$ cat src/shared/rdw_pkg.sv
// Constants and types shared by the dual-watch and transmit controller
package rdw_pkg;
	localparam int CLK_HZ = 20_000_000;
	localparam int HZ_PER_MHZ = 1_000_000;
	localparam int US_PER_MS = 1000;
	localparam int MS_PER_S = 1000;
	localparam int S_PER_MIN = 60;
	localparam int TICK_US = 1000;
	localparam int TICK_CYC_DEF = CLK_HZ / HZ_PER_MHZ * TICK_US;
	localparam int PRE_W = 15;
	localparam int TMR_W = 17;
	// Durations in their own units
	localparam int SCAN_HZ = 5;
	localparam int SCAN_MS = MS_PER_S / (2 * SCAN_HZ);
	localparam int STB_HOLD_S = 2;
	localparam int PEEK_MS = 300;
	localparam int TX_TO_MIN = 2;
	localparam int LOCK_S = 2;
	localparam int ERR_S = 5;
	localparam int LINK_MIN = 1;
	// Durations in ticks
	localparam logic [TMR_W-1:0] DWELL_TK = TMR_W'(SCAN_MS * US_PER_MS / TICK_US);
	localparam logic [TMR_W-1:0] STB_HOLD_TK = TMR_W'(STB_HOLD_S * MS_PER_S * US_PER_MS / TICK_US);
	localparam logic [TMR_W-1:0] PEEK_TK = TMR_W'(PEEK_MS * US_PER_MS / TICK_US);
	localparam logic [TMR_W-1:0] TX_TO_TK =
		TMR_W'(TX_TO_MIN * S_PER_MIN * MS_PER_S * US_PER_MS / TICK_US);
	localparam logic [TMR_W-1:0] LOCK_TK = TMR_W'(LOCK_S * MS_PER_S * US_PER_MS / TICK_US);
	localparam logic [TMR_W-1:0] ERR_TK = TMR_W'(ERR_S * MS_PER_S * US_PER_MS / TICK_US);
	localparam logic [TMR_W-1:0] LINK_TK =
		TMR_W'(LINK_MIN * S_PER_MIN * MS_PER_S * US_PER_MS / TICK_US);
	// Register word indexes
	localparam logic [2:0] REG_CFG = 3'h0;
	localparam logic [2:0] REG_MIC = 3'h1;
	localparam logic [2:0] REG_LVL = 3'h2;
	localparam logic [2:0] REG_STAT = 3'h3;
	localparam logic [2:0] REG_GAIN = 3'h4;
	// Field positions
	localparam int CFG_SEL_LO = 0;
	localparam int CFG_IMP_BIT = 2;
	localparam int MIC_L_LO = 0;
	localparam int MIC_R_LO = 4;
	localparam int LVL_VOL_LO = 0;
	localparam int LVL_NG_LO = 8;
	localparam int LVL_VT_LO = 12;
	localparam int SEL_L = 0;
	localparam int SEL_R = 1;
	localparam int K_WATCH = 0;
	localparam int K_TUNE = 1;
	localparam int K_STORE = 2;
	localparam int K_SOUND = 3;
	// Values
	localparam logic [3:0] GAIN_MIN = 4'h1;
	localparam logic [3:0] GAIN_DYN = 4'hB;
	localparam logic [3:0] VT_OFF = 4'hA;
	localparam logic [15:0] LOW_SUPPLY_MV = 16'h2904;
	localparam logic [1:0] RST_SEL = 2'h3;
	localparam logic [3:0] RST_GAIN = 4'h5;
	localparam logic [4:0] RST_VOL = 5'h0A;
	localparam logic [3:0] RST_NG = 4'h3;
	localparam logic [3:0] RST_VT = 4'hA;
	localparam logic [2:0] ERR_NONE = 3'h0;
	localparam logic [2:0] ERR_LAST = 3'h5;
	typedef enum logic [1:0] {SC_ACT = 2'b01, SC_STB = 2'b10} rdw_scan_t;
	localparam int SC_STB_IDX = 1;
	typedef enum logic [3:0] {
		PW_SAMPLE = 4'b0001,
		PW_DEFAULT = 4'b0010,
		PW_SETUP = 4'b0100,
		PW_RUN = 4'b1000
	} rdw_pw_t;
	localparam int PW_SETUP_IDX = 2;
endpackage : rdw_pkg

$ cat src/design/rdw_top.sv
// Dual-watch scanning, transmit gating and panel control for the transceiver
// Function
// - Watch key toggles dual-watch; tuning or store key ends it.
// - Idle dual-watch alternates channels, both covered five times a second.
// - Reception on active channel holds receiver there until it ends.
// - Standby reception peeks active channel 0.3 s every 2 s.
// - Dual-watch shows indication and pointer to receiving channel.
// - Transmit only on active channel while talk held; show tx/rx.
// - Two minutes keyed cuts transmitter and shows timeout flag.
// - After timeout, re-key needs release and new press.
// - Transmit disables external audio, enables selected mic, sidetone to headset.
// - Speaker muted while transmitting or intercom active.
// - Sound and tuning keys held over 2 s toggle lock.
// - Lock blocks talk select through mic setup; levels stay adjustable.
// - Mic gain accepts 1 to 11; 10 electret, 11 dynamic.
// - Mic settings committed only on leaving mic setup.
// - Detect mode measures left only; dynamic forces left 11, restores later.
// - Dynamic mic after transmit forces voice trigger 10, shows symbol.
// - Low supply below 10.5 V; antenna mismatch while transmitting.
// - Store and watch at power-up: prompt, reset on release, done.
// - Store alone at power-up enters setup; store press exits.
// - Remote errors shown as five codes, cleared by command, entry, 5 s.
// - Link checked each minute, good indicator; errors leave radio alone.
module rdw_top #(
	parameter int unsigned P_TICK_CYC = rdw_pkg::TICK_CYC_DEF
) (
	// Clock and reset
	input wire logic i_clk,
	input wire logic i_rst,
	// Avalon-MM slave
	input wire logic [2:0] i_avs_address,
	input wire logic i_avs_read,
	input wire logic i_avs_write,
	input wire logic [31:0] i_avs_writedata,
	input wire logic [3:0] i_avs_byteenable,
	output logic [31:0] o_avs_readdata,
	output logic o_avs_waitrequest,
	// Panel keys and talk switches
	input wire logic i_key_watch,
	input wire logic i_key_tune,
	input wire logic i_key_store,
	input wire logic i_key_sound,
	input wire logic i_talk_l,
	input wire logic i_talk_r,
	// Receiver, audio and monitors
	input wire logic i_carrier,
	input wire logic i_intercom_active,
	input wire logic [15:0] i_supply_mv,
	input wire logic i_ant_bad,
	input wire logic i_imp_dynamic_l,
	input wire logic i_mic_menu_exit,
	// Remote link
	input wire logic i_remote_err,
	input wire logic [2:0] i_remote_err_code,
	input wire logic i_remote_valid,
	input wire logic i_freq_entry,
	input wire logic i_link_reply,
	// Radio control
	output logic o_tx_key,
	output logic o_rx_standby,
	output logic o_ext_audio_en,
	output logic o_mic_l_en,
	output logic o_mic_r_en,
	output logic o_headset_sidetone,
	output logic o_spk_mute,
	output logic [3:0] o_gain_l,
	output logic [3:0] o_gain_r,
	output logic [3:0] o_voice_trigger_level,
	output logic [3:0] o_noise_gate_level,
	output logic [4:0] o_volume,
	output logic o_mic_store,
	// Indications
	output logic o_ind_tx,
	output logic o_ind_rx,
	output logic o_transmit_timeout_flag,
	output logic o_ind_dual,
	output logic o_ptr_standby,
	output logic o_ind_lock,
	output logic o_low_supply_warning,
	output logic o_ant_mismatch,
	output logic o_dyn_mic_symbol,
	output logic [2:0] o_err_code,
	output logic o_link_good,
	output logic o_link_probe,
	// Power-up functions
	output logic o_defaults_prompt,
	output logic o_defaults_done,
	output logic o_factory_reset,
	output logic o_setup_active,
	output logic o_favs_erase,
	output logic o_spacing_833
);
	localparam int PRE_W = rdw_pkg::PRE_W;
	localparam int TMR_W = rdw_pkg::TMR_W;
	localparam logic [PRE_W-1:0] TICK_END = PRE_W'(P_TICK_CYC - 1);

	typedef struct packed {
		rdw_pkg::rdw_pw_t pw;
		rdw_pkg::rdw_scan_t scan;
		logic [PRE_W-1:0] pre;
		logic tick;
		logic [TMR_W-1:0] scan_t;
		logic [TMR_W-1:0] tx_t;
		logic [TMR_W-1:0] lock_t;
		logic [TMR_W-1:0] err_t;
		logic [TMR_W-1:0] link_t;
		logic [3:0] kp;
		logic dual;
		logic peek;
		logic ptr_stb;
		logic tx_key;
		logic te;
		logic rx_ind;
		logic lock;
		logic lock_hold;
		logic spk_mute;
		logic ext_en;
		logic mic_l;
		logic mic_r;
		logic side;
		logic low_sup;
		logic ant_bad;
		logic imp;
		logic dyn;
		logic [1:0] sel;
		logic [3:0] stg_l;
		logic [3:0] stg_r;
		logic [3:0] sav_l;
		logic [3:0] sav_r;
		logic [3:0] out_l;
		logic [3:0] out_r;
		logic [3:0] vt_out;
		logic [4:0] vol;
		logic [3:0] ng;
		logic [3:0] vt;
		logic store_p;
		logic [2:0] err;
		logic link_seen;
		logic link_good;
		logic probe;
		logic prompt;
		logic done;
		logic fac;
		logic setup_arm;
		logic erase;
		logic s833;
		logic ack;
		logic wreq;
		logic [31:0] rdata;
	} rdw_state_t;

	rdw_state_t st;
	rdw_state_t next_st;
	logic [3:0] keys;
	logic [3:0] press;
	logic talk;
	logic run;
	logic tx_req;
	logic to_now;
	logic [31:0] wnew;

	// Saturating tick timer
	function automatic logic [TMR_W-1:0] tmr_inc(input logic [TMR_W-1:0] t, input logic en);
		return (en && t != '1) ? TMR_W'(t + 1'b1) : t;
	endfunction : tmr_inc

	function automatic logic gain_ok(input logic [3:0] g);
		return g >= rdw_pkg::GAIN_MIN && g <= rdw_pkg::GAIN_DYN;
	endfunction : gain_ok

	function automatic logic [31:0] be_merge(input logic [31:0] old, input logic [31:0] nw,
			input logic [3:0] be);
		logic [31:0] r;
		r = old;
		for (int b = 0; b < 4; b++)
		begin
			if (be[b])
				r[b*8 +: 8] = nw[b*8 +: 8];
		end
		return r;
	endfunction : be_merge

	assign keys = {i_key_sound, i_key_store, i_key_tune, i_key_watch};
	assign press = keys & ~st.kp;
	assign run = st.pw == rdw_pkg::PW_RUN;
	assign talk = (i_talk_l & st.sel[rdw_pkg::SEL_L]) | (i_talk_r & st.sel[rdw_pkg::SEL_R]);
	assign tx_req = run & talk & ~st.te;
	assign to_now = st.tx_key && st.tx_t >= rdw_pkg::TX_TO_TK;

	always_comb
	begin
		next_st = st;
		wnew = '0;
		next_st.kp = keys;
		next_st.fac = 1'b0;
		next_st.erase = 1'b0;
		next_st.store_p = 1'b0;
		next_st.probe = 1'b0;
		// One shared millisecond tick; all timers count it
		next_st.tick = 1'b0;
		if (st.pre == TICK_END)
		begin
			next_st.pre = '0;
			next_st.tick = 1'b1;
		end
		else
			next_st.pre = PRE_W'(st.pre + 1'b1);

		// Power-up key straps, caught after reset release
		unique case (st.pw)
			rdw_pkg::PW_SAMPLE:
			begin
				if (keys[rdw_pkg::K_STORE] && keys[rdw_pkg::K_WATCH])
				begin
					next_st.pw = rdw_pkg::PW_DEFAULT;
					next_st.prompt = 1'b1;
				end
				else if (keys[rdw_pkg::K_STORE])
					next_st.pw = rdw_pkg::PW_SETUP;
				else
					next_st.pw = rdw_pkg::PW_RUN;
			end
			rdw_pkg::PW_DEFAULT:
			begin
				if (!keys[rdw_pkg::K_STORE] && !keys[rdw_pkg::K_WATCH])
				begin
					next_st.prompt = 1'b0;
					next_st.fac = 1'b1;
					next_st.done = 1'b1;
					next_st.pw = rdw_pkg::PW_RUN;
				end
			end
			rdw_pkg::PW_SETUP:
			begin
				// The store key that entered setup must be let go first
				if (!keys[rdw_pkg::K_STORE])
					next_st.setup_arm = 1'b1;
				if (st.setup_arm && press[rdw_pkg::K_STORE])
					next_st.pw = rdw_pkg::PW_RUN;
				if (press[rdw_pkg::K_WATCH])
					next_st.erase = 1'b1;
				if (press[rdw_pkg::K_TUNE])
					next_st.s833 = ~st.s833;
			end
			rdw_pkg::PW_RUN:
			begin
				if (|press)
					next_st.done = 1'b0;
			end
		endcase

		// Dual-watch on/off
		if (run)
		begin
			if (press[rdw_pkg::K_TUNE] || press[rdw_pkg::K_STORE])
				next_st.dual = 1'b0;
			else if (press[rdw_pkg::K_WATCH])
				next_st.dual = ~st.dual;
		end

		// Menu lock by long two-key hold
		if (run && keys[rdw_pkg::K_SOUND] && keys[rdw_pkg::K_TUNE])
		begin
			next_st.lock_t = tmr_inc(st.lock_t, st.tick);
			if (!st.lock_hold && st.lock_t > rdw_pkg::LOCK_TK)
			begin
				next_st.lock = ~st.lock;
				next_st.lock_hold = 1'b1;
			end
		end
		else
		begin
			next_st.lock_t = '0;
			next_st.lock_hold = 1'b0;
		end

		// Channel scanning; a talk request pins the receiver to active
		next_st.scan_t = tmr_inc(st.scan_t, st.tick);
		if (!st.dual || tx_req)
		begin
			next_st.scan = rdw_pkg::SC_ACT;
			next_st.peek = 1'b0;
			next_st.scan_t = '0;
		end
		else
		begin
			unique case (st.scan)
				rdw_pkg::SC_ACT:
				begin
					if (i_carrier)
					begin
						next_st.peek = 1'b0;
						next_st.scan_t = '0;
					end
					else if (st.peek ? st.scan_t >= rdw_pkg::PEEK_TK
							: st.scan_t >= rdw_pkg::DWELL_TK)
					begin
						next_st.scan = rdw_pkg::SC_STB;
						next_st.peek = 1'b0;
						next_st.scan_t = '0;
					end
				end
				rdw_pkg::SC_STB:
				begin
					if (i_carrier && st.scan_t >= rdw_pkg::STB_HOLD_TK)
					begin
						next_st.scan = rdw_pkg::SC_ACT;
						next_st.peek = 1'b1;
						next_st.scan_t = '0;
					end
					else if (!i_carrier && st.scan_t >= rdw_pkg::DWELL_TK)
					begin
						next_st.scan = rdw_pkg::SC_ACT;
						next_st.scan_t = '0;
					end
				end
			endcase
		end
		if (st.dual && i_carrier)
			next_st.ptr_stb = st.scan == rdw_pkg::SC_STB;

		// Transmit gating and stuck-switch timeout
		next_st.tx_key = tx_req && st.scan == rdw_pkg::SC_ACT && !to_now;
		next_st.tx_t = st.tx_key ? tmr_inc(st.tx_t, st.tick) : '0;
		if (!talk)
			next_st.te = 1'b0;
		else if (to_now)
			next_st.te = 1'b1;
		next_st.rx_ind = ~next_st.tx_key;
		next_st.ext_en = ~next_st.tx_key;
		next_st.mic_l = next_st.tx_key & i_talk_l & st.sel[rdw_pkg::SEL_L];
		next_st.mic_r = next_st.tx_key & i_talk_r & st.sel[rdw_pkg::SEL_R];
		next_st.side = next_st.tx_key;
		next_st.spk_mute = next_st.tx_key | i_intercom_active;

		// Self-test warnings
		next_st.low_sup = i_supply_mv < rdw_pkg::LOW_SUPPLY_MV;
		next_st.ant_bad = next_st.tx_key & i_ant_bad;

		// Remote link errors; a new error wins over a clear
		next_st.err_t = tmr_inc(st.err_t, st.tick);
		if (i_remote_err && i_remote_err_code != rdw_pkg::ERR_NONE
				&& i_remote_err_code <= rdw_pkg::ERR_LAST)
		begin
			next_st.err = i_remote_err_code;
			next_st.err_t = '0;
		end
		else if (i_remote_valid || i_freq_entry || st.err_t >= rdw_pkg::ERR_TK)
			next_st.err = rdw_pkg::ERR_NONE;

		// Link supervision once a minute
		next_st.link_t = tmr_inc(st.link_t, st.tick);
		if (i_link_reply)
			next_st.link_seen = 1'b1;
		if (st.link_t >= rdw_pkg::LINK_TK)
		begin
			next_st.link_t = '0;
			next_st.probe = 1'b1;
			next_st.link_good = st.link_seen | i_link_reply;
			next_st.link_seen = i_link_reply;
		end

		// Bus slave: one wait cycle, then the access completes
		next_st.ack = (i_avs_read | i_avs_write) & ~st.ack;
		next_st.wreq = ~next_st.ack;
		if (i_avs_read && !st.ack)
		begin
			unique case (i_avs_address)
				rdw_pkg::REG_CFG: next_st.rdata = 32'({st.imp, st.sel});
				rdw_pkg::REG_MIC: next_st.rdata = 32'({st.stg_r, st.stg_l});
				rdw_pkg::REG_LVL: next_st.rdata = 32'({st.vt, st.ng, 3'h0, st.vol});
				rdw_pkg::REG_STAT: next_st.rdata = 32'({st.err, st.link_good, st.s833,
					st.pw[rdw_pkg::PW_SETUP_IDX], st.dyn, st.ant_bad, st.low_sup,
					st.lock, st.te, st.tx_key, st.ptr_stb,
					st.scan[rdw_pkg::SC_STB_IDX], st.dual});
				rdw_pkg::REG_GAIN: next_st.rdata = 32'({st.vt_out, st.out_r, st.out_l,
					st.sav_r, st.sav_l});
				default: next_st.rdata = '0;
			endcase
		end
		if (i_avs_write && st.ack)
		begin
			unique case (i_avs_address)
				rdw_pkg::REG_CFG:
				begin
					wnew = be_merge(32'({st.imp, st.sel}), i_avs_writedata, i_avs_byteenable);
					if (!st.lock)
					begin
						next_st.sel = wnew[rdw_pkg::CFG_SEL_LO +: 2];
						next_st.imp = wnew[rdw_pkg::CFG_IMP_BIT];
					end
				end
				rdw_pkg::REG_MIC:
				begin
					wnew = be_merge(32'({st.stg_r, st.stg_l}), i_avs_writedata, i_avs_byteenable);
					if (!st.lock && gain_ok(wnew[rdw_pkg::MIC_L_LO +: 4]))
						next_st.stg_l = wnew[rdw_pkg::MIC_L_LO +: 4];
					if (!st.lock && gain_ok(wnew[rdw_pkg::MIC_R_LO +: 4]))
						next_st.stg_r = wnew[rdw_pkg::MIC_R_LO +: 4];
				end
				rdw_pkg::REG_LVL:
				begin
					wnew = be_merge(32'({st.vt, st.ng, 3'h0, st.vol}), i_avs_writedata,
						i_avs_byteenable);
					next_st.vol = wnew[rdw_pkg::LVL_VOL_LO +: 5];
					next_st.ng = wnew[rdw_pkg::LVL_NG_LO +: 4];
					next_st.vt = wnew[rdw_pkg::LVL_VT_LO +: 4];
				end
				default: wnew = '0;
			endcase
		end

		// Mic commit on setup exit; staging alone changes nothing
		if (i_mic_menu_exit)
		begin
			next_st.sav_l = st.stg_l;
			next_st.sav_r = st.stg_r;
			next_st.store_p = 1'b1;
		end
		if (!st.imp)
			next_st.dyn = 1'b0;
		else if (st.tx_key && !next_st.tx_key)
			next_st.dyn = i_imp_dynamic_l;
		next_st.out_l = next_st.dyn ? rdw_pkg::GAIN_DYN : next_st.sav_l;
		next_st.out_r = next_st.sav_r;
		next_st.vt_out = next_st.dyn ? rdw_pkg::VT_OFF : next_st.vt;
	end

	always_ff @(posedge i_clk)
	begin
		if (i_rst)
		begin
			st <= '0;
			st.pw <= rdw_pkg::PW_SAMPLE;
			st.scan <= rdw_pkg::SC_ACT;
			st.sel <= rdw_pkg::RST_SEL;
			st.stg_l <= rdw_pkg::RST_GAIN;
			st.stg_r <= rdw_pkg::RST_GAIN;
			st.sav_l <= rdw_pkg::RST_GAIN;
			st.sav_r <= rdw_pkg::RST_GAIN;
			st.out_l <= rdw_pkg::RST_GAIN;
			st.out_r <= rdw_pkg::RST_GAIN;
			st.vol <= rdw_pkg::RST_VOL;
			st.ng <= rdw_pkg::RST_NG;
			st.vt <= rdw_pkg::RST_VT;
			st.vt_out <= rdw_pkg::RST_VT;
			st.rx_ind <= 1'b1;
			st.ext_en <= 1'b1;
			st.wreq <= 1'b1;
		end
		else
			st <= next_st;
	end

	assign o_avs_readdata = st.rdata;
	assign o_avs_waitrequest = st.wreq;
	assign o_tx_key = st.tx_key;
	assign o_rx_standby = st.scan[rdw_pkg::SC_STB_IDX];
	assign o_ext_audio_en = st.ext_en;
	assign o_mic_l_en = st.mic_l;
	assign o_mic_r_en = st.mic_r;
	assign o_headset_sidetone = st.side;
	assign o_spk_mute = st.spk_mute;
	assign o_gain_l = st.out_l;
	assign o_gain_r = st.out_r;
	assign o_voice_trigger_level = st.vt_out;
	assign o_noise_gate_level = st.ng;
	assign o_volume = st.vol;
	assign o_mic_store = st.store_p;
	assign o_ind_tx = st.tx_key;
	assign o_ind_rx = st.rx_ind;
	assign o_transmit_timeout_flag = st.te;
	assign o_ind_dual = st.dual;
	assign o_ptr_standby = st.ptr_stb;
	assign o_ind_lock = st.lock;
	assign o_low_supply_warning = st.low_sup;
	assign o_ant_mismatch = st.ant_bad;
	assign o_dyn_mic_symbol = st.dyn;
	assign o_err_code = st.err;
	assign o_link_good = st.link_good;
	assign o_link_probe = st.probe;
	assign o_defaults_prompt = st.prompt;
	assign o_defaults_done = st.done;
	assign o_factory_reset = st.fac;
	assign o_setup_active = st.pw[rdw_pkg::PW_SETUP_IDX];
	assign o_favs_erase = st.erase;
	assign o_spacing_833 = st.s833;

	AST_WATCH_TOGGLE: assert property (@(posedge i_clk) disable iff (i_rst)
		(run && press[rdw_pkg::K_WATCH] && !press[rdw_pkg::K_TUNE] && !press[rdw_pkg::K_STORE])
		|=> st.dual != $past(st.dual)) else $error("watch key did not toggle");
	AST_ACT_HOLD: assert property (@(posedge i_clk) disable iff (i_rst)
		(st.scan == rdw_pkg::SC_ACT && i_carrier) |=> st.scan == rdw_pkg::SC_ACT)
		else $error("left active channel during reception");
	AST_PEEK_BACK: assert property (@(posedge i_clk) disable iff (i_rst)
		(st.dual && !tx_req && st.scan == rdw_pkg::SC_ACT && st.peek && !i_carrier
		&& st.scan_t >= rdw_pkg::PEEK_TK) |=> st.scan == rdw_pkg::SC_STB)
		else $error("peek did not return to standby");
	AST_TX_ACTIVE: assert property (@(posedge i_clk) disable iff (i_rst)
		st.tx_key |-> (st.scan == rdw_pkg::SC_ACT && $past(talk)))
		else $error("keyed off active channel or without talk");
	AST_TO_CUT: assert property (@(posedge i_clk) disable iff (i_rst)
		to_now && talk |=> st.te && !st.tx_key) else $error("timeout did not cut transmitter");
	AST_NO_REKEY: assert property (@(posedge i_clk) disable iff (i_rst)
		st.te && talk |=> st.te && !st.tx_key) else $error("held switch re-keyed");
	AST_SPK_MUTE: assert property (@(posedge i_clk) disable iff (i_rst)
		(st.tx_key || $past(i_intercom_active)) |-> st.spk_mute) else $error("speaker not muted");
	AST_EXT_OFF: assert property (@(posedge i_clk) disable iff (i_rst)
		st.tx_key |-> !st.ext_en && st.side) else $error("audio routing wrong in transmit");
	AST_MIC_HOLD: assert property (@(posedge i_clk) disable iff (i_rst)
		!i_mic_menu_exit |=> $stable(st.sav_l) && $stable(st.sav_r))
		else $error("mic settings committed early");
	AST_LOW_SUP: assert property (@(posedge i_clk) disable iff (i_rst)
		i_supply_mv < rdw_pkg::LOW_SUPPLY_MV |=> st.low_sup) else $error("low supply missed");
	AST_ERR_CLR: assert property (@(posedge i_clk) disable iff (i_rst)
		(i_remote_valid && !i_remote_err) |=> st.err == rdw_pkg::ERR_NONE)
		else $error("remote error not cleared");
endmodule : rdw_top

$ cat config.mk
export PLATFORM = sky130hd
export DESIGN_NAME = rdw_top
export DESIGN_NICKNAME = d
export VERILOG_FILES = /design/src/shared/rdw_pkg.sv /design/src/design/rdw_top.sv
export SDC_FILE = /design/constraint.sdc
export NUM_CORES = 1
export LEC_CHECK = 0
export BUFFER_PORTS_ARGS = -buffer_cell sky130_fd_sc_hd__buf_2
export CORE_ASPECT_RATIO = 1.25
export CORE_MARGIN = 3
export CORE_UTILIZATION = 25
export CTS_CLUSTER_SIZE = 10
export DETAILED_ROUTE_END_ITERATION = 7
export PLACE_DENSITY = 0.42
export SYNTH_ARGS = -nofsm -noshare
export SYNTH_HDL_FRONTEND = slang
export SYNTH_SLANG_ARGS = --single-unit
$ cat constraint.sdc
create_clock -name i_clk -period 2.2 [get_ports i_clk]
set_input_delay 0.11 -clock i_clk [delete_from_list [all_inputs] [get_ports i_clk]]
set_output_delay 0.11 -clock i_clk [all_outputs]
set_load 0.01 [all_outputs]
==> impl_metrics.ini, run 1 <==
[logic_synthesis]
synth.distinct_cells = 66
synth_edf_count = 0
ys_seq_elements = 200
yosys_warnings = 0
synthSimpleGateAreaFrac = 0.2463
synth_area_um2 = 9133
synth_top_family_by_area = simple AND/OR/NAND/NOR gates
synth_ff_type = dfxtp_1
netlist_instances = 1053
synthArstFlopShare = 0
synthXorXnorAreaFrac = 0.07864
synth_compound_area_frac = 0.09303
synth.avg_cell_area_um2 = 8.673
synthMuxAreaShare = 0.04425
ys_seq_area_frac = 0.4384
synth_fa_ha_area_frac = 0.02192
ys_top_cells_by_area = dfxtp_1, nor2_1, xor2_1
synth_top_area_frac = 0.4384
yosysTopAreaCell = dfxtp_1

[cts]
cts-root-buf = clkbuf_16
cts_tree = built
clock_path_buffers = 2
h-tree-depth = 4
cts_made_buffers = 17
clkLatencyLatePin_ps = 450
clk_pin_slew_ps = 70
clock-sinks = 200

[floorplan]
rows = 77
dieArea_um2 = 38870
dieHeight_um = 219.7
initial_core_util = 0.2555
ioPinCount = 159
core_um2 = 35740
die_w_um = 177.0

[detailed_routing]
wl_per_cell_um = 14.64
drt_pass1_iterations = 4
avgViaCountPerCell = 4.425
ant_nets = 0
num_vias = 7474
drc_errors = 0
wl_mm = 24.72
drt_iter0_markers = 321

[global_route]
grt_usage = 0.1269
grt.overflow.total = 0
grt_pass1_wl_mm = 38.45
grt_max_degree = 73
antenna_found_initial = 1
grt_pass1_vias = 7049

[sta]
rsz0062_at_grt = true
setup_violations = 0
max_freq_mhz = 473.1
fin_setup_tns_ps = 0
period_share = 0.9608
clock_skew_ps = 9.349
drv_slew = 0
setup_ws_ps = 86.35
timing.max_slew.rel_slack = 0.5294
hold_viol = 0
fin_crit_ps = 2114
worst_pin_slew_ps = 696.9

[setup_path]
crit_required_ps = 2530
slowest_delay_ps = 350
start_kind = flop
worstSetupPathType = reg2reg
crit_fanout = 5
r2r_slack_ps = 90
cpMostUsedCell = nor2_1
crit_arrival_ps = 2450
worst_path_max_delay_cell = dfxtp_1
r2r_start = st[153]
reg2reg_depth = 11
cp-endpoint = st[155]
r2r-end = st[155]
crit_path_end_kind = flop
cp-startpoint = st[153]
path_cells = and3_4 > and4_4 > nand3_1 > nor3_2 > ha_1 > nand3b_1 > nor2_1 > buf_4 > and3_1 > xnor2_1 > nor2_1

[cells_and_area]
drive_above_1_share = 0.2068
areaGrowthSynthToFinish_pct = 23.91
layoutNonFillerInstCount = 1689
fin_util = 0.3166
final_nets = 1295

[placement]
io_buffers = 126
hpwl_mm = 18.06
gp_congestion = 0.7602
dp.cells = 1622
dpl_worst_slack_ps = -124.0

[pwr]
power_density_nw_per_um2 = 673.2
max-vdd-ir-drop_uv = 563.8
leakage_nw = 4.497

[status]
status = completed

[min_path]
holdCritPathClass = in2reg

[job]
cap_violations = 0
==> cells in the mapped netlist, types with 5 or more instances <==
cell and instances:
mux2i_1 37, nand3_1 57, and2_1 7, a22oi_1 24, dfxtp_1 200, clkbuf_1 32, o211ai_1 6, nand2_1 99
ha_1 16, xor2_1 58, nor2_1 148, nor4_1 9, nor3_1 33, a21oi_1 33, buf_4 59, nand2b_1 8
nand4_1 28, o21ai_0 26, and3_1 19, inv_1 22, buf_1 7, nor2b_1 19, and4_1 5, xnor2_1 24
==> area by class of cell <==
cell class	count	area, um^2
Timing Repair Buffer	217	1413
Antenna cell	1	2.502
Tap cell	474	593.1
Fill cell	3811	24430
Clock buffer	19	442.9
Multi-Input combinational cell	744	4598
Inverter	22	82.58
Clock inverter	12	173.9
Sequential cell	200	4010
==> how the worst min path moves through the flow <==
stage / from / to / cells past startpoint / slack, ps
final: i_mic_menu_exit / o_mic_store / 2 / 80
after global routing: i_mic_menu_exit / o_mic_store / 2 / 50
after CTS: i_mic_menu_exit / o_mic_store / 2 / 40
after detailed placement: i_supply_mv[15] / o_low_supply_warning / 2 / 280
after global placement: i_supply_mv[15] / o_low_supply_warning / 2 / 280
after floorplan: i_supply_mv[15] / o_low_supply_warning / 1 / 190
==> power by group <==
part           leakage, nW  internal, W  switching (W)
registers             1.62      0.00367      0.0000519
clock network        0.303      0.00193        0.00144
logic                 2.57     0.000224       0.000302
total                 4.50      0.00583        0.00179
==> cells by family (layout without fill, tap and decap cells) <==
kind of cell    count (synthesis)  in the layout
compound gates                127            127
xor+xnor                       82             82
fa+ha+maj                      16             16
buf+inv                       125            270
flops                         200            200
mux                            40             40
other cells                     1             18
simple gates                  462            462
==> through the flow <==
step                instance area, um^2  total power, W  hold slack (ps)
floorplan                          9193        0.004114            186.7
global placement                  10230        0.004301            275.6
detailed placement                10230        0.004299            275.5
CTS                               11200        0.007763            37.19
global route                      11310        0.007917            53.45
finish                            11320        0.007618            76.44
==> state kept, by name, summed over array words and instances (netlist names), 3 cells and up <==
name and cells:
o_noise_gate_level 4, o_avs_readdata 20, o_volume 5, st 133
o_gain_r 4, o_voice_trigger_level 4, o_err_code 3, o_gain_l 4
==> placed cells by master, fill, tap and decap left out, types with 5 or more instances in the layout <==
| cell type | Yosys | layout |
|---|---|---|
| dfxtp_1 | 200 | 195 |
| nor2_1 | 148 | 147 |
| buf_2 | 4 | 126 |
| nand2_1 | 99 | 98 |
| xor2_1 | 58 | 58 |
| nand3_1 | 57 | 57 |
| buf_4 | 59 | 56 |
| mux2i_1 | 37 | 37 |
| a21oi_1 | 33 | 33 |
| dlygate4sd3_1 | 0 | 33 |
| nor3_1 | 33 | 30 |
| nand4_1 | 28 | 28 |
| o21ai_0 | 26 | 26 |
| xnor2_1 | 24 | 24 |
| a22oi_1 | 24 | 24 |
| inv_1 | 22 | 22 |
| nor2b_1 | 19 | 17 |
| conb_1 | 1 | 17 |
| clkbuf_16 | 0 | 17 |
| and3_1 | 19 | 16 |
| ha_1 | 16 | 15 |
| and2_1 | 7 | 7 |
| nand2b_1 | 8 | 7 |
| nor4_1 | 9 | 6 |
| o211ai_1 | 6 | 6 |
| dfxtp_2 | 0 | 5 |
==> metal layers <==
metal	GRT usage	part of all wire	up-vias
li1	-	-	3854
met1	0.1595	0.46	3461
met2	0.2143	0.48	138
met3	0.02620	0.044	21
met4	0.04637	0.020	0
met5	0	0	-
==> critical path, delay by kind of cell (launching register included) <==
family / cells / cell delay (ps)
xor+xnor: 1 / 150
fa+ha+maj: 1 / 180
buf+inv: 1 / 160
flops: 1 / 350
simple gates: 8 / 1160
==> what timing repair did <==
item	in CTS	in global routing
pin swaps	0	3
gates cloned	0	0
setup endpoints to repair	8	47
resized for setup	3	28
setup buffers	0	2
hold buffers	33	0
endpoints found under the hold margin	47	0
(Power assumes the default switching activity.)
==> run 2, diff against run 1 <==
Settings changed: HOLD_SLACK_MARGIN set to 0.08, PLACE_DENSITY 0.42 to 0.41.
Clock period 2.2 ns to 2.57 ns, I/O delays scaled along.
==> impl_metrics.ini, run 2 (synthesis gave the netlist of run 1 again) <==
[pwr]
pwr-share-clk = 0.444
leakage_nw = 4.292
power_frac_seq = 0.488
total_power_w = 0.006540
comb_power_share = 0.069
switching_share = 0.2492
p_int_w = 0.004910
power_density_nw_per_um2 = 593.1
switchingPower_w = 0.001630
max-vdd-ir-drop_uv = 477.6

[placement]
hpwl_mm = 17.76
dpl_worst_slack_ps = 101.2
gp_congestion = 0.7680
io_buffers = 126

[min_path]
holdCritPathClass = in2reg
holdCritStartpoint = i_rst
min_path_cells = 3
min_to = st[42]

[detailed_routing]
wl_mm = 24.29
drt_pass1_iterations = 4
wl_per_cell_um = 14.60
ant_nets = 0
drc_errors = 0
drt_iter0_markers = 284
avgViaCountPerCell = 4.419
num_vias = 7354

[global_route]
grt_pass1_wl_mm = 37.79
grt_max_degree = 73
grt.overflow.total = 0
grt_usage = 0.1245
grt_pass1_vias = 7122
antenna_found_initial = 1

[floorplan]
core_um2 = 35740
dieArea_um2 = 38870
die_w_um = 177.0
initial_core_util = 0.2555
ioPinCount = 159
dieHeight_um = 219.7
rows = 77

[sta]
fin_crit_ps = 2367
max_freq_mhz = 422.4
fin_setup_tns_ps = 0
timing.max_slew.rel_slack = 0.4637
setup_ws_ps = 202.8
clock_skew_ps = 15.64
hold_viol = 0
period_share = 0.9211
drv_slew = 0
setup_violations = 0
worst_pin_slew_ps = 803.6
rsz0062_at_grt = false

[setup_path]
r2r_slack_ps = 200
crit_path_end_kind = flop
crit_fanout = 3
r2r_start = o_ind_lock
start_kind = flop
r2r-end = st[80]
crit_arrival_ps = 2720
reg2reg_depth = 6
crit_required_ps = 2920
worstSetupPathType = reg2reg

[cells_and_area]
areaGrowthSynthToFinish_pct = 20.74
multi_input_area_um2 = 4488
final_common_cell = dfxtp_1
drive_above_1_share = 0.1690
final-seq-area_um2 = 4004
regMostFlops = st
final_nets = 1269
final_cell_mix = dfxtp_1, nor2_1, buf_2, nand2_1, xor2_1
largest_register_ffs = 133
fillers = 3831

[cts]
h-tree-depth = 4
cts_made_buffers = 17
clk_pin_slew_ps = 70
clock-sinks = 200
cts-root-buf = clkbuf_16
cts_tree = built
clock_path_buffers = 2
clkLatencyLatePin_ps = 460

[status]
status = completed

[job]
cap_violations = 0
-- run 2: layout make-up --
cell class | instances | share of cell area
flip-flops and latches | 200 | 0.3631
inverters | 22 | 0.007489
repair buffers | 191 | 0.1110
multi-input cells | 744 | 0.4070
clock inverters | 15 | 0.01884
clock buffers | 17 | 0.03858
well taps | 474 | 0.05378
diodes | 1 | 0.0002269
-- run 2: power by group through the flow --
stage	sequential, W	combinational (W)	clock (W)
2_1_floorplan	0.00325	0.000268	0
3_3_place_gp	0.00326	0.000410	0
3_5_place_dp	0.00326	0.000409	0
4_1_cts	0.00319	0.000454	0.00302
5_1_grt	0.00320	0.000497	0.00312
6_report	0.00319	0.000449	0.00290
-- run 2: repair_timing --
| item | CTS | global route |
|---|---|---|
| setup buffers | 0 | 0 |
| hold endpoints to repair | 53 | 0 |
| hold buffers | 37 | 0 |
| resized for setup | 0 | 1 |
| setup endpoints to repair | 0 | 9 |
-- run 2: worst max-delay path by stage --
stage / from / endpoint / slack, ps
final: o_ind_lock / st[80] / 200
after floorplan: st[153] / st[160] / 400
after global placement: st[119] / st[125] / 100
after CTS: st[119] / st[125] / 100
after global routing: st[162] / st[174] / 60
after detailed placement: st[118] / st[125] / 100
-- run 2: worst max-delay path: stages (launching register included) --
cell and delay (ps):
dfxtp_1 350, or4b_4 560, or3_4 410, a21o_1 200, mux2i_1 140, dlygate4sd3_1 560, nand2_1 50
-- run 2: per-layer routing --
metal,track usage,wire (um)
met5,0,0
met4,0.04401,476
met3,0.03033,1027
met2,0.2173,11660
met1,0.1483,11120
-- run 2: per-stage QoR --
stage          instances  cell area (um^2)  hold WS (ps)  utilization
2_1_floorplan       1069              9193         205.2            -
3_3_place_gp        1594             10020         294.7       0.2803
3_5_place_dp        1594             10020         295.2       0.2803
4_1_cts             1663             11020         131.3       0.3084
5_1_grt             1663             11020         167.0       0.3084
6_report            1664             11030         155.7       0.3085
